==> src/hw/gen_ctl_pkg.sv <==
// Function
// RULE1: FP error with enable raises irq13 until F0.
// RULE2: FP error with enable drives ignore-error output.
// RULE3: Enable clear blocks irq13 and ignore-error.
// RULE4: Keyboard irq edge latched until port 60 read.
// RULE5: Mouse irq edge latched until port 60 read.
// RULE6: Bit 8 enables the I/O interrupt controller.
// RULE7: Bit 6 opens alternate access, default off.
// RULE8: Bit 2 enables the DMA collection buffer.
// RULE9: Bit 1 enables delayed transactions.
// RULE10: Bit 0 set claims positive decode only.
// RULE11: Bit 0 clear claims unknown cycles subtractively.
// RULE12: Known targets still claimed with positive timing.
// RULE13: Self-test bit drives init during cpu reset.
// RULE14: Init released after reset with hold time.
// RULE15: Status bits 8-15 live in RTC well; the code keeps only bits 8-12 there, and bits 13-15 read zero.
// RULE16: Status resets to 00000F0X, low nibble strapped.
// RULE17: Reserved bits read zero, writes ignored.
package gen_ctl_pkg;

  localparam int          ADDR_W          = 12;
  localparam logic [11:0] GENERAL_CONTROL_ADDR = 12'h0d0;
  localparam logic [11:0] GENERAL_STATUS_ADDR  = 12'h0d4;
  localparam logic [11:0] EV_STA_ADDR     = 12'h100;
  localparam logic [11:0] EV_MASK_ADDR    = 12'h104;

  localparam int          CTL_POS_DEC     = 0;
  localparam int          CTL_DLY_TXN     = 1;
  localparam int          CTL_DMA_BUF     = 2;
  localparam int          CTL_ALT_ACC     = 6;
  localparam int          CTL_IO_INTCTL   = 8;
  localparam int          CTL_MOUSE_LATCH = 11;
  localparam int          CTL_KBD_LATCH   = 12;
  localparam int          CTL_COPROC_ERR  = 13;
  localparam logic [31:0] CTL_WMASK       = 32'h0000_3947;
  localparam logic [31:0] CTL_RESET       = 32'h0000_0000;

  localparam int          STA_SELFTEST    = 12;
  localparam logic [3:0]  STA_FREQ_RESET  = 4'hf;
  localparam logic        STA_SELFTEST_RESET = 1'b0;

  localparam int          EV_IRQ13        = 0;
  localparam int          EV_KBD          = 1;
  localparam int          EV_MOUSE        = 2;
  localparam int          EV_INIT         = 3;
  localparam int          EV_W            = 4;

  localparam int          PIN_FP_ERR_N    = 0;
  localparam int          PIN_CPU_RST_N   = 1;
  localparam int          PIN_KBD         = 2;
  localparam int          PIN_MOUSE       = 3;
  localparam int          PIN_W           = 8;
  localparam logic [7:0]  PIN_SYNC_RESET  = 8'h03;

  localparam int          CLK_PERIOD_NS   = 20;
  localparam int          CPU_HOLD_NS     = 60;
  localparam logic [1:0]  CPU_HOLD_CYC    = 2'((CPU_HOLD_NS + CLK_PERIOD_NS - 1) / CLK_PERIOD_NS);
  localparam logic [1:0]  STRAP_WAIT_CYC  = 2'h2;

endpackage

==> src/hw/irq_latch_if.sv <==
`timescale 1ns/100ps
interface irq_latch_if;
  logic latch_en;   // Latch mode selected.
  logic raw;        // Synchronised interrupt level.
  logic clear;      // Port 60h read pulse.
  logic level;      // Interrupt as seen downstream.
  logic edge_seen;  // Rising edge of raw this cycle.

  modport latch (input latch_en, input raw, input clear, output level, output edge_seen);
  modport user  (output latch_en, output raw, output clear, input level, input edge_seen);
endinterface

==> src/hw/lpc_bridge_general_control.sv <==
`timescale 1ns/100ps
module lpc_bridge_general_control
  import gen_ctl_pkg::*;
(
  input  wire logic              pclk,                       // Core clock, 50 MHz.
  input  wire logic              presetn,                    // Core-well reset, active low.
  input  wire logic              rtc_rst_n,                  // RTC-well reset, active low.
  input  wire logic              psel,                       // APB select.
  input  wire logic              penable,                    // APB access phase.
  input  wire logic              pwrite,                     // APB write.
  input  wire logic [ADDR_W-1:0] paddr,                      // APB byte address.
  input  wire logic [31:0]       pwdata,                     // APB write data.
  output logic      [31:0]       prdata,                     // APB read data.
  output logic                   pready,                     // APB ready.
  output logic                   pslverr,                    // APB error, unmapped address.
  input  wire logic              fp_error_in_n,              // Coprocessor error pin, active low.
  input  wire logic              cpu_reset_in_n,             // Processor reset, active low.
  input  wire logic              kbd_irq_in,                 // Keyboard interrupt pin.
  input  wire logic              mouse_irq_in,               // Mouse interrupt pin.
  input  wire logic [3:0]        strap_in,                   // Strap pins for status low nibble.
  input  wire logic              port_f0_write,              // I/O write to port F0h, pulse.
  input  wire logic              port_60_read,               // I/O read of port 60h, pulse.
  input  wire logic              pci_cycle_start,            // New PCI cycle address phase, pulse.
  input  wire logic              pci_hit_internal,           // Address hits an internal register.
  input  wire logic              pci_hit_known_lpc,          // Address hits a known LPC target.
  output logic                   irq13_out,                  // Internal interrupt 13.
  output logic                   ignore_numeric_error_out_n, // Ignore numeric error, active low.
  output logic                   irq1_out,                   // Keyboard interrupt downstream.
  output logic                   irq12_out,                  // Mouse interrupt downstream.
  output logic                   cpu_init_out_n,             // Processor init, active low.
  output logic                   io_intctl_on,               // I/O interrupt controller enable.
  output logic                   alternate_access_enable,    // Alternate access mode.
  output logic                   dma_collect_buffer_enable,  // DMA collection buffer enable.
  output logic                   delayed_txn_enable,         // Delayed transaction enable.
  output logic                   positive_decode_enable,     // Positive decode only.
  output logic                   claim_positive,             // Claim with positive timing, pulse.
  output logic                   claim_subtractive,          // Claim and forward to LPC, pulse.
  output logic                   irq_out                     // Summary interrupt, level.
);

  typedef struct packed {
    logic [PIN_W-1:0] sync1;
    logic [PIN_W-1:0] sync2;
    logic [31:0]      ctrl;
    logic [3:0]       strap;
    logic [1:0]       strap_cnt;
    logic             strap_taken;
    logic             irq13;
    logic             ign_err_n;
    logic             irq1;
    logic             irq12;
    logic             init_n;
    logic [1:0]       hold_cnt;
    logic             claim_pos;
    logic             claim_sub;
    logic [EV_W-1:0]  ev_sta;
    logic [EV_W-1:0]  ev_mask;
    logic             irq;
    logic [31:0]      rdata;
    logic             ready;
    logic             slverr;
  } core_state_t;

  typedef struct packed {
    logic       selftest;
    logic [3:0] freq;
  } rtc_state_t;

  core_state_t s_reg;
  core_state_t s_next;
  rtc_state_t  r_reg;
  rtc_state_t  r_next;

  irq_latch_if lk [2] ();

  logic [PIN_W-1:0] pins;
  logic             fp_err;
  logic             cpu_rst;
  logic             setup;
  logic             wr_done;
  logic             rd_done;
  logic             hit_ctl;
  logic             hit_sta;
  logic             hit_evs;
  logic             hit_evm;
  logic [EV_W-1:0]  events;
  logic [31:0]      sta_view;
  logic             known;

  assign pins = {strap_in, mouse_irq_in, kbd_irq_in, cpu_reset_in_n, fp_error_in_n};

  // Keyboard and mouse interrupts share one edge-latch design, both cleared by a port 60h read.
  genvar g;
  generate
    for (g = 0; g < 2; g++) begin : g_latch
      assign lk[g].latch_en = s_reg.ctrl[g == 0 ? CTL_KBD_LATCH : CTL_MOUSE_LATCH]; // RULE4 RULE5
      assign lk[g].raw      = s_reg.sync2[g == 0 ? PIN_KBD : PIN_MOUSE];
      assign lk[g].clear    = port_60_read;                                         // RULE4 RULE5
      irq_edge_latch u_latch (
        .pclk    (pclk),
        .presetn (presetn),
        .lk      (lk[g])
      );
    end
  endgenerate

  assign fp_err   = ~s_reg.sync2[PIN_FP_ERR_N];
  assign cpu_rst  = ~s_reg.sync2[PIN_CPU_RST_N];
  assign setup    = psel & ~penable;
  assign wr_done  = psel & penable & s_reg.ready & pwrite;
  assign rd_done  = psel & penable & s_reg.ready & ~pwrite;
  assign hit_ctl  = (paddr == GENERAL_CONTROL_ADDR);
  assign hit_sta  = (paddr == GENERAL_STATUS_ADDR);
  assign hit_evs  = (paddr == EV_STA_ADDR);
  assign hit_evm  = (paddr == EV_MASK_ADDR);
  assign known    = pci_hit_internal | pci_hit_known_lpc;

  // Bits 7:4 and 31:13 are reserved and read back as zero.
  assign sta_view = {19'h0, r_reg.selftest, r_reg.freq, 4'h0, s_reg.strap}; // RULE16 RULE17

  always_comb begin
    s_next = s_reg;
    r_next = r_reg;
    events = '0;

    s_next.sync1 = pins;
    s_next.sync2 = s_reg.sync1;

    // The strap nibble is taken once the synchroniser has filled after reset.
    if (!s_reg.strap_taken) begin
      if (s_reg.strap_cnt == STRAP_WAIT_CYC) begin
        s_next.strap       = s_reg.sync2[7:4];                                 // RULE16
        s_next.strap_taken = 1'b1;
      end else begin
        s_next.strap_cnt = s_reg.strap_cnt + 2'h1;
      end
    end

    // Interrupt 13 latches until the port F0h write; a new error in that cycle keeps it set.
    s_next.irq13   = s_reg.ctrl[CTL_COPROC_ERR] & (fp_err | (s_reg.irq13 & ~port_f0_write)); // RULE1 RULE3
    s_next.ign_err_n = ~(s_reg.ctrl[CTL_COPROC_ERR] & fp_err);                 // RULE2 RULE3

    s_next.irq1  = lk[0].level;                                                // RULE4
    s_next.irq12 = lk[1].level;                                                // RULE5

    // Init follows processor reset while self-test is on and trails its release by the hold time.
    if (r_reg.selftest && cpu_rst) begin
      s_next.init_n   = 1'b0;                                                  // RULE13
      s_next.hold_cnt = CPU_HOLD_CYC;
    end else if (!s_reg.init_n) begin
      if (s_reg.hold_cnt == 2'h0) begin
        s_next.init_n = 1'b1;                                                  // RULE14
      end else begin
        s_next.hold_cnt = s_reg.hold_cnt - 2'h1;                               // RULE14
      end
    end

    events[EV_IRQ13] = s_next.irq13 & ~s_reg.irq13;
    events[EV_KBD]   = s_reg.ctrl[CTL_KBD_LATCH] & lk[0].edge_seen;
    events[EV_MOUSE] = s_reg.ctrl[CTL_MOUSE_LATCH] & lk[1].edge_seen;
    events[EV_INIT]  = ~s_next.init_n & s_reg.init_n;

    // Known targets are always claimed with positive timing; the rest only when subtractive.
    s_next.claim_pos = pci_cycle_start & known;                                // RULE10 RULE12
    s_next.claim_sub = pci_cycle_start & ~known & ~s_reg.ctrl[CTL_POS_DEC];    // RULE11

    // APB: read data is formed in the setup cycle so the access phase completes at once.
    s_next.ready  = setup;
    s_next.slverr = setup & ~(hit_ctl | hit_sta | hit_evs | hit_evm);
    s_next.rdata  = 32'h0;
    if (setup && !pwrite) begin
      case (1'b1)
        hit_ctl: s_next.rdata = s_reg.ctrl;
        hit_sta: s_next.rdata = sta_view;
        hit_evs: s_next.rdata = {28'h0, s_reg.ev_sta};
        hit_evm: s_next.rdata = {28'h0, s_reg.ev_mask};
        default: s_next.rdata = 32'h0;
      endcase
    end

    if (wr_done) begin
      if (hit_ctl) begin
        s_next.ctrl = pwdata & CTL_WMASK;                                      // RULE6 RULE7 RULE8 RULE9 RULE17
      end
      if (hit_sta) begin
        r_next.selftest = pwdata[STA_SELFTEST];                                // RULE15
        r_next.freq     = pwdata[11:8];                                        // RULE15
        if (s_reg.ctrl[CTL_ALT_ACC]) begin
          s_next.strap = pwdata[3:0];                                          // RULE7
        end
      end
      if (hit_evm) begin
        s_next.ev_mask = pwdata[EV_W-1:0];
      end
    end

    // A read clears the status, except in alternate access mode; new events always win.
    if (rd_done && hit_evs && !s_reg.ctrl[CTL_ALT_ACC]) begin
      s_next.ev_sta = events;                                                  // RULE7
    end else begin
      s_next.ev_sta = s_reg.ev_sta | events;
    end
    s_next.irq = |(s_next.ev_sta & s_next.ev_mask);
  end

  always_ff @(posedge pclk or negedge presetn) begin
    if (!presetn) begin
      s_reg             <= '0;
      s_reg.sync1       <= PIN_SYNC_RESET;
      s_reg.sync2       <= PIN_SYNC_RESET;
      s_reg.ctrl        <= CTL_RESET;                                          // RULE7
      s_reg.ign_err_n   <= 1'b1;
      s_reg.init_n      <= 1'b1;
    end else begin
      s_reg <= s_next;
    end
  end

  // Self-test enable and frequency nibble sit in the battery well and survive core reset.
  always_ff @(posedge pclk or negedge rtc_rst_n) begin
    if (!rtc_rst_n) begin
      r_reg.selftest <= STA_SELFTEST_RESET;                                    // RULE15 RULE16
      r_reg.freq     <= STA_FREQ_RESET;                                        // RULE16
    end else begin
      r_reg <= r_next;
    end
  end

  assign prdata                     = s_reg.rdata;
  assign pready                     = s_reg.ready;
  assign pslverr                    = s_reg.slverr;
  assign irq13_out                  = s_reg.irq13;
  assign ignore_numeric_error_out_n = s_reg.ign_err_n;
  assign irq1_out                   = s_reg.irq1;
  assign irq12_out                  = s_reg.irq12;
  assign cpu_init_out_n             = s_reg.init_n;
  assign io_intctl_on               = s_reg.ctrl[CTL_IO_INTCTL];               // RULE6
  assign alternate_access_enable    = s_reg.ctrl[CTL_ALT_ACC];                 // RULE7
  assign dma_collect_buffer_enable  = s_reg.ctrl[CTL_DMA_BUF];                 // RULE8
  assign delayed_txn_enable         = s_reg.ctrl[CTL_DLY_TXN];                 // RULE9
  assign positive_decode_enable     = s_reg.ctrl[CTL_POS_DEC];                 // RULE10
  assign claim_positive             = s_reg.claim_pos;
  assign claim_subtractive          = s_reg.claim_sub;
  assign irq_out                    = s_reg.irq;

endmodule // lpc_bridge_general_control

==> src/hw/irq_edge_latch.sv <==
`timescale 1ns/100ps
module irq_edge_latch (
  input wire logic  pclk,     // Core clock.
  input wire logic  presetn,  // Asynchronous reset, active low.
  irq_latch_if.latch lk       // Latch control and result.
);

  typedef struct packed {
    logic prev;
    logic held;
  } latch_state_t;

  latch_state_t s_reg;
  latch_state_t s_next;

  // A new edge in the clearing cycle keeps the latch set.
  always_comb begin
    s_next      = s_reg;
    s_next.prev = lk.raw;
    s_next.held = lk.latch_en & ((lk.raw & ~s_reg.prev) | (s_reg.held & ~lk.clear));
  end

  always_ff @(posedge pclk or negedge presetn) begin
    if (!presetn) begin
      s_reg <= '0;
    end else begin
      s_reg <= s_next;
    end
  end

  assign lk.level     = lk.latch_en ? s_reg.held : lk.raw;
  assign lk.edge_seen = lk.raw & ~s_reg.prev;

endmodule // irq_edge_latch

==> config.mk <==
export PLATFORM = sky130hd
export DESIGN_NAME = lpc_bridge_general_control
export DESIGN_NICKNAME = d
export VERILOG_FILES = /design/src/hw/gen_ctl_pkg.sv /design/src/hw/irq_latch_if.sv /design/src/hw/lpc_bridge_general_control.sv /design/src/hw/irq_edge_latch.sv
export SDC_FILE = /design/constraint.sdc
export NUM_CORES = 1
export LEC_CHECK = 0
export ABC_AREA = 0
export BUFFER_PORTS_ARGS = -buffer_cell sky130_fd_sc_hd__buf_4
export CORE_MARGIN = 8
export CORE_UTILIZATION = 30
export DETAILED_ROUTE_END_ITERATION = 16
export GPL_ROUTABILITY_DRIVEN = 0
export PLACE_DENSITY_LB_ADDON = 0.2
export SYNTH_ARGS = -nofsm -noshare
export SYNTH_HDL_FRONTEND = slang
export SYNTH_SLANG_ARGS = --single-unit
==> constraint.sdc <==
create_clock -name pclk -period 2.69 [get_ports pclk]
set_input_delay 0.1345 -clock pclk [delete_from_list [all_inputs] [get_ports pclk]]
set_output_delay 0.1345 -clock pclk [all_outputs]
set_load 0.005 [all_outputs]
== Word level (Yosys, flattened, before mapping) ==
Index checks and enable logic that the tools add are counted.

* Flip-flop bits (word level): 92
* Input bits: 63

* Add/sub/neg operators: 2
* Equal/unequal tests: 7
* Muxes and demuxes: 21
* Bitwise gates (word level): 47
* Reductions and logical operators: 12

{| class="wikitable"
|+ Operators by type and width
! operator !! number
|-
| $mux 4 || 9
|-
| $mux 14 || 2
|-
| $eq 12x8->1 const B || 2
|-
| $eq 12x9->1 const B || 2
|-
| $and 1x1->1 || 22
|-
| $not 1->1 || 16
|-
| $mux 13 || 1
|-
| $reduce_and 2->1 || 4
|-
| $mux 7 || 1
|-
| $or 1x1->1 || 7
|-
| $mux 3 || 2
|-
| $and 4x4->4 || 1
|-
| $logic_and 1x1->1 || 4
|-
| $mux 1 || 4
|-
| $mux 2 || 2
|-
| $or 4x4->4 || 1
|-
| $reduce_or 4->1 || 1
|-
| $add 2x1->2 const B || 1
|-
| $eq 2x2->1 const B || 1
|-
| $logic_not 1->1 || 2
|-
| $logic_not 2->1 || 1
|-
| $ne 2x1->1 const B || 1
|-
| $ne 2x2->1 const B || 1
|-
| $sub 2x1->2 const B || 1
|}

== Depth between registers and ports, before layout ==
Gate-level depths: netlist (run 1).

* Depth in word-level cells: 10
* Depth in mapped cells: 7
* Depth with buffers taken out: 6

== By module ==
From an unflattened synthesis (run 1), not the netlist that was laid out.

* Cells, all modules: 238
* Area, all modules: 2997.9 sq um

{| class="wikitable"
|+ By module, submodules not included
! module !! times used !! cells each !! area each (sq um) !! seq. area each (sq um)
|-
| lpc_bridge_general_control || 1 || 226 || 2812.7 || 1689.1
|-
| irq_edge_latch || 2 || 6 || 92.6 || 50.0
|}

== Worst setup path before layout (run 1) ==
No wires, ideal clock.

* Kind: input port to flip-flop
* From: input port paddr[5]
* To: register s_reg, in the netlist irq_out
* Setup time: 122 ps
* Arrival: 1976 ps
* Required time: 2568 ps
* Path slack: 591 ps
* Stages on the path: 7
* Path buffers: 2
* Cell sequence: or4_4 > buf_6 > or4_4 > buf_6 > mux2_4 > a22oi_2 > nand2_1

{| class="wikitable"
|+ RTL lines
! what !! line !! text
|-
| start: declaration || lpc_bridge_general_control.sv:11 || <nowiki>input wire logic [ADDR_W-1:0] paddr,</nowiki>
|-
| end signal: assignment || lpc_bridge_general_control.sv:215 || <nowiki>s_reg <= s_next;</nowiki>
|-
| end: declaration || lpc_bridge_general_control.sv:69 || <nowiki>core_state_t s_reg;</nowiki>
|}

==> implementation parameters, run 1 <==
Parameter                              Value

Critical path
  Highest fanout seen on the critical path ... 6
  Cell Chain, Critical Path ... buf_4 -> or4b_1 -> or4_4 -> mux2_4 -> a22oi_2 -> nand2_1
  Worst setup path category ... in2reg
  Critical Path Max Stage Delay ... between 0.6 and 0.7 ns
  Signal arrival time at the worst endpoint ... roughly 2.1 ns
  CP Launch Type ... input pin
  Data required time of the critical path ... 2.91 ns
  CP startpoint ... paddr[4]
  R2r startpoint ... pready
  Worst setup EP type ... flip-flop
  CP max-delay cell ... sky130_fd_sc_hd__or4b_1

Finish
  Filler Cells Inserted ... slightly below 1,000
  # diodes ... 0
  Flip-flop count of the largest register after layout ... 24
  Signed area change from the synthesized netlist to the final layout ... 26.1%
  Utilization of the core after routing ... 0.391
  Layout cells sized above 1 ... 0.400
  Final nets ... 380

Clock network
  TritonCTS clock tree ... built
  Worst-case clock buffer depth ... 2
  Number of buffers inserted for hold repair after clock tree synthesis ... 13
  Cts repair resizes ... 0
  Root buffer cell ... sky130_fd_sc_hd__clkbuf_8
  Post-CTS setup buffer count ... 0
  Number of sinks handled by clock tree synthesis ... 71
  Clock insertion delay at the later pin of the skew report ... roughly 0.34 ns
  CTS buffer count ... 9
  Clock-pin transition on the worst setup and hold timing paths ... 0.08 ns
  H-tree Lvls ... 3

Synth
  Area share of the largest cell type after synthesis ... 0.504
  Most common cell in the netlist ... sky130_fd_sc_hd__dfrtp_1
  Post-synth EDFFs ... 0
  Synth area leaders ... sky130_fd_sc_hd__dfrtp_1 50%, sky130_fd_sc_hd__dfstp_2 8.7%, sky130_fd_sc_hd__buf_4 8.2%
  Area leader, netlist ... sky130_fd_sc_hd__dfrtp_1
  Sequential-to-total area share from yosys stat ... 0.591
  Async set or reset register ratio after synthesis ... 1.00
  Unique cell type count in the Yosys netlist ... 43
  Syn_area_per_cell ... 12.7 sq um
  Number of storage elements in the synthesis netlist ... 71
  Post-Syn Area ... 0.00303 sq mm
  Predominant post-synthesis flop cell ... sky130_fd_sc_hd__dfrtp_1
  Syn. warnings ... 0
  Cells after synthesis ... ~240
  Ranking of synthesized cells by instance count ... 61 x sky130_fd_sc_hd__dfrtp_1, 33 x sky130_fd_sc_hd__buf_4, 17 x sky130_fd_sc_hd__mux2_2

Place
  Count of port buffers added during placement ... 67
  HPWL after detailed placement ... approximately 4900 microns

Route
  Vias after detailed routing ... approximately 1,900
  Post-detailed-route DRC marker count ... 0
  Detailed-router iteration count before antenna repair ... 4
  Vias per cell ... 4.23
  Wire length per cell after detailed routing ... 14.6 microns
  Routed Wire Length ... 6610 microns
  Violation count after the first detailed-routing iteration ... between 50 and 60
  Antenna-violating nets left ... 0

STA
  Setup violations, final ... 0
  Fin. max-slew vios ... 0
  Maximum frequency from static timing analysis ... approximately 530 MHz
  Max transition margin ... 0.444
  Post-route fraction of the period consumed by the critical path ... 0.698
  Hold violation count in the final report ... 0
  Setup repair after global routing missed its margin ... false
  Worst hold margin ... 0.0180 ns
  Worst setup skew after layout ... just over 0.01 ns
  Final critical path time including I/O delays and setup ... ~1.9 ns
  Summed negative setup slack over all endpoints ... 0 ns
  Actual transition at the worst max-transition pin ... between 0.8 and 0.9 ns

Die
  Area of the core ... ~0.01 sq mm
  Count of boundary I/O pins ... 110
  Die W ... approximately 120 microns
  DIE AREA ... 0.0136 sq mm
  Die extent in y ... approximately 120 microns
  Standard-cell row count ... 36
  Effective utilization at floorplan ... 0.310

Pwr
  Leakage Power ... 1.80 nW
  Worst ir drop on vdd ... between 0.0002 and 0.00025 V
  Post-layout total power ... a little under 2 mW
  Cell area power density ... 514 mW/mm^2

Global routing
  Maximum number of pins on one net before global-route repair ... 67
  Vias in the first global route ... about 2,100
  Antenna violations before repair ... 0
  Residual overflow from global routing ... 0
  Combined global-route utilization of all metal layers ... 0.101
  Wire length of the first global-routing pass ... 10,400 microns

Min path
  Worst Min Path Start ... pci_hit_known_lpc
  Class of the most critical hold timing path ... in2reg

Flow run
  Max-cap check violation count ... 0

Status
  Result of the run ... finished clean
[kinds of logic after synthesis]
kind of cell | after synthesis | share of synthesized area
DFF | 71 | 0.591
and+or+nand+nor | 53 | 0.107
buffers and inverters | 53 | 0.115
AOI/OAI and AO/OA | 32 | 0.0740
muxes | 25 | 0.0979
adders and majority gates | 2 | 0.00826
xor gates and xnor gates | 2 | 0.00579
other | 1 | 0.00124
[stage by stage]
step	instances	worst slack, ns	instance area (sq um)
finish	453	0.812	3820
global route	453	0.733	3820
CTS	453	0.832	3820
detailed placement	424	0.475	3510
global placement	424	0.464	3510
floorplan	259	0.591	3100
[metal layers]
layer	vias to the layer above	global-route usage	part of all wire
met5	-	0	0
met4	0	0.0285	0.010
met3	7	0.0429	0.089
met2	65	0.159	0.48
met1	919	0.124	0.42
li1	923	-	-
[critical path: cells and delay by family]
kind                   cells  cell delay [ns]
AOI/OAI and AO/OA          1             0.19
muxes                      1             0.34
buffers and inverters      1             0.11
and+or+nand+nor            3             1.32
[worst paths after layout]
check | to | slack, ns | cells after the start
max | irq_out | 0.81 | 6
min | claim_positive | 0.02 | 2
max reg2reg | irq_out | 0.87 | 5
min reg2reg | s_reg[95] | 0.35 | 0
max in group asynchronous | lk[0].raw | 1.71 | 2
min in group asynchronous | r_reg[4] | 0.15 | 2
[cell type report]
| type | count | area, sq um | share of cell area |
|---|---|---|---|
| Sequential cell | 71 | 1790 | 0.469 |
| Inverter | 12 | 45.0 | 0.0118 |
| Timing Repair Buffer | 86 | 678 | 0.178 |
| Clock inverter | 7 | 50.0 | 0.0131 |
| Tap cell | 133 | 166 | 0.0436 |
| Multi-Input combinational cell | 135 | 966 | 0.253 |
| Clock buffer | 9 | 124 | 0.0324 |
[power breakdown]
part / internal, mW / switching, mW / total [mW]
combinational: 0.0670 / 0.0587 / 0.126
sequential: 1.09 / 0.00853 / 1.10
clock: 0.333 / 0.405 / 0.738
[placed cells by master (no fill, tap or decap), drive strengths merged, types with 3 or more instances in the layout]
| cell | n |
|---|---|
| buf | 73 |
| dfrtp | 61 |
| mux2 | 25 |
| conb | 21 |
| dlygate4sd3 | 13 |
| inv | 12 |
| nand2 | 12 |
| dfstp | 10 |
| o21ai | 9 |
| clkbuf | 9 |
| nor2 | 8 |
| a22oi | 8 |
| nand2b | 5 |
| o211ai | 4 |
| nor2b | 4 |
| and3 | 4 |
| nor4 | 4 |
| clkinv | 4 |
| a21oi | 3 |
| clkinvlp | 3 |
Power figures use the tool's default switching activity.
==> run 2: changes to the inputs <==
Clock period 2.69 ns to 1.7 ns, I/O delays scaled along.
==> run 2 against run 1 <==
Combinational power grew 93%. Cell count grew 5.5%. Non-clock buffer count grew 26. Cell area grew 8.3%. Global-route usage grew 0.46 points. The flow now finishes with violations (setup timing). Wire length grew 2.4%. Critical path depth shrank 1. Clock skew shrank 0.0049 ns. Sequential cell count is the same. Die area is the same.
==> implementation parameters, run 2 (synthesized netlist as in run 1, its figures left out) <==
Parameter                              Value

Global routing
  Combined global-route utilization of all metal layers ... 0.106
  Antenna violations before repair ... 0
  Residual overflow from global routing ... 0
  Maximum number of pins on one net before global-route repair ... 34
  Vias in the first global route ... ~2,100
  Wire length of the first global-routing pass ... between 10,000 and 15,000 microns

Route
  Wire length per cell after detailed routing ... ~14 microns
  Antenna-violating nets left ... 0
  Vias after detailed routing ... slightly above 2,000
  Post-detailed-route DRC marker count ... 0
  Vias per cell ... 4.21
  Detailed-router iteration count before antenna repair ... 4
  Violation count after the first detailed-routing iteration ... slightly below 70
  Routed Wire Length ... 6770 microns

Clock network
  Clock insertion delay at the later pin of the skew report ... 0.34 ns
  TritonCTS clock tree ... built
  H-tree Lvls ... 3
  Post-CTS setup buffer count ... 0
  Worst-case clock buffer depth ... 2
  CTS buffer count ... 9
  Number of sinks handled by clock tree synthesis ... 71
  Root buffer cell ... sky130_fd_sc_hd__clkbuf_8
  Clock-pin transition on the worst setup and hold timing paths ... about 0.07 ns

Die
  Area of the core ... ~0.01 sq mm
  DIE AREA ... between 0.01 and 0.015 sq mm
  Die W ... roughly 120 microns
  Effective utilization at floorplan ... 0.310
  Standard-cell row count ... 36
  Die extent in y ... about 120 microns
  Count of boundary I/O pins ... 110

Finish
  Flip-flop count of the largest register after layout ... 24
  # diodes ... 0
  Utilization of the core after routing ... 0.423
  Multi-input gate area in the final layout ... ~990 sq um
  Layout cells sized above 1 ... 0.409
  Sequential cell area in the final layout ... around 0.0018 sq mm
  Final nets ... 406
  Number of cells in the finished layout apart from fillers ... 478
  Highest-count cells in the layout ignoring fill and taps ... 85 x sky130_fd_sc_hd__buf_4, 61 x sky130_fd_sc_hd__dfrtp_1, 26 x sky130_fd_sc_hd__dlygate4sd3_1
  Most common cell after layout, fill and taps aside ... sky130_fd_sc_hd__buf_4
  Signed area change from the synthesized netlist to the final layout ... 36.5%
  Filler Cells Inserted ... approximately 940

Place
  Count of port buffers added during placement ... 67
  Placed Cells incl. Taps ... 437
  HPWL after detailed placement ... 5150 microns

STA
  Worst hold margin ... between 0.04 and 0.05 ns
  Final critical path time including I/O delays and setup ... 1.74 ns
  Worst setup skew after layout ... approximately 0.0053 ns
  Summed negative setup slack over all endpoints ... -0.0379 ns
  Setup violations, final ... 1
  Final worst setup slack ... -0.0379 ns
  Hold violation count in the final report ... 0
  Fin. max-slew vios ... 0
  Setup repair after global routing missed its margin ... true
  Maximum frequency from static timing analysis ... 575 MHz
  Post-route fraction of the period consumed by the critical path ... 1.02

Critical path
  Worst setup path category ... reg2reg
  Signal arrival time at the worst endpoint ... 1.96 ns
  Combined buffer and inverter count along the critical path ... 0
  Data required time of the critical path ... about 1.9 ns
  Critical Path Max Stage Delay ... a little under 0.6 ns
  Cell Chain, Critical Path ... nand4_1 -> or4_4 -> mux2_4 -> a22oi_2 -> nand2_1
  Worst R2R Setup Slack ... -0.04 ns
  Cell family with the largest share of critical-path delay ... simple AND/OR/NAND/NOR gates
  CP max-delay cell ... sky130_fd_sc_hd__or4_4
  Worst setup EP type ... flip-flop
  Highest fanout seen on the critical path ... 4
  CP Launch Type ... flip-flop

Status
  Violations in the final reports ... setup timing
  Result of the run ... complete, but fails checks

Pwr
  Post-layout total power ... roughly 3.5 mW
  Worst ir drop on vdd ... roughly 0.00033 V
  Leakage Power ... approximately 2 nW
  Cell area power density ... 857 mW/mm^2

Min path
  Class of the most critical hold timing path ... in2reg

Flow run
  Max-cap check violation count ... 0
-- run 2: cell count changes in the layout (fill, tap and decap cells not counted), moves of 2 or more --
cell and change:
sky130_fd_sc_hd__or4b_4 +2, sky130_fd_sc_hd__clkbuf_1 +2, sky130_fd_sc_hd__buf_4 +12, sky130_fd_sc_hd__dlygate4sd3_1 +13
sky130_fd_sc_hd__clkinvlp_4 -3, sky130_fd_sc_hd__clkinv_4 -2, sky130_fd_sc_hd__bufinv_16 +3
-- run 2: path summary, 6_finish.rpt --
path / start / end / cells after the start
hold reg to reg: s_next[95] / s_reg[95] / 0
setup / recovery: pready / irq_out / 5
hold / removal: psel / pready / 3
setup reg to reg: pready / irq_out / 5
max in group asynchronous: presetn / cpu_init_out_n / 3
min in group asynchronous: rtc_rst_n / r_reg[4] / 2
-- run 2: stage by stage --
stage	area (sq um)	worst slack, ns
6_report	4130	-0.0379
5_1_grt	4130	-0.0917
4_1_cts	4130	-0.0516
3_5_place_dp	3650	-0.300
3_3_place_gp	3650	-0.292
2_1_floorplan	3130	-0.294
-- run 2: what timing repair did --
| item | in CTS | in global routing |
|---|---|---|
| resized for setup | 0 | 0 |
| hold buffers | 26 | 0 |
| setup endpoints to repair | 1 | 1 |
| endpoints found under the hold margin | 62 | 0 |
-- run 2: cell type report --
type / count / area share
clock buffer: 11 / 0.0318
clock inverter: 4 / 0.0230
inverter: 12 / 0.0109
multi-input combinational: 135 / 0.239
sequential: 71 / 0.433
tap: 133 / 0.0403
timing repair buffer: 112 / 0.222
-- run 2: power breakdown --
part / switching [mW] / internal, mW
registers: 0.0129 / 1.73
clock network: 0.596 / 0.966
logic: 0.103 / 0.140
total: 0.712 / 2.83
-- run 2: per-layer routing --
metal	share of wire	track usage
met4	0.013	0.0415
met5	0	0
met2	0.48	0.166
met3	0.074	0.0346
met1	0.43	0.131
-- run 2: worst min-delay path, delay by kind of cell --
kind,cells,cell delay (ns)
buffers and inverters,2,0.17
and+or+nand+nor,1,0.09
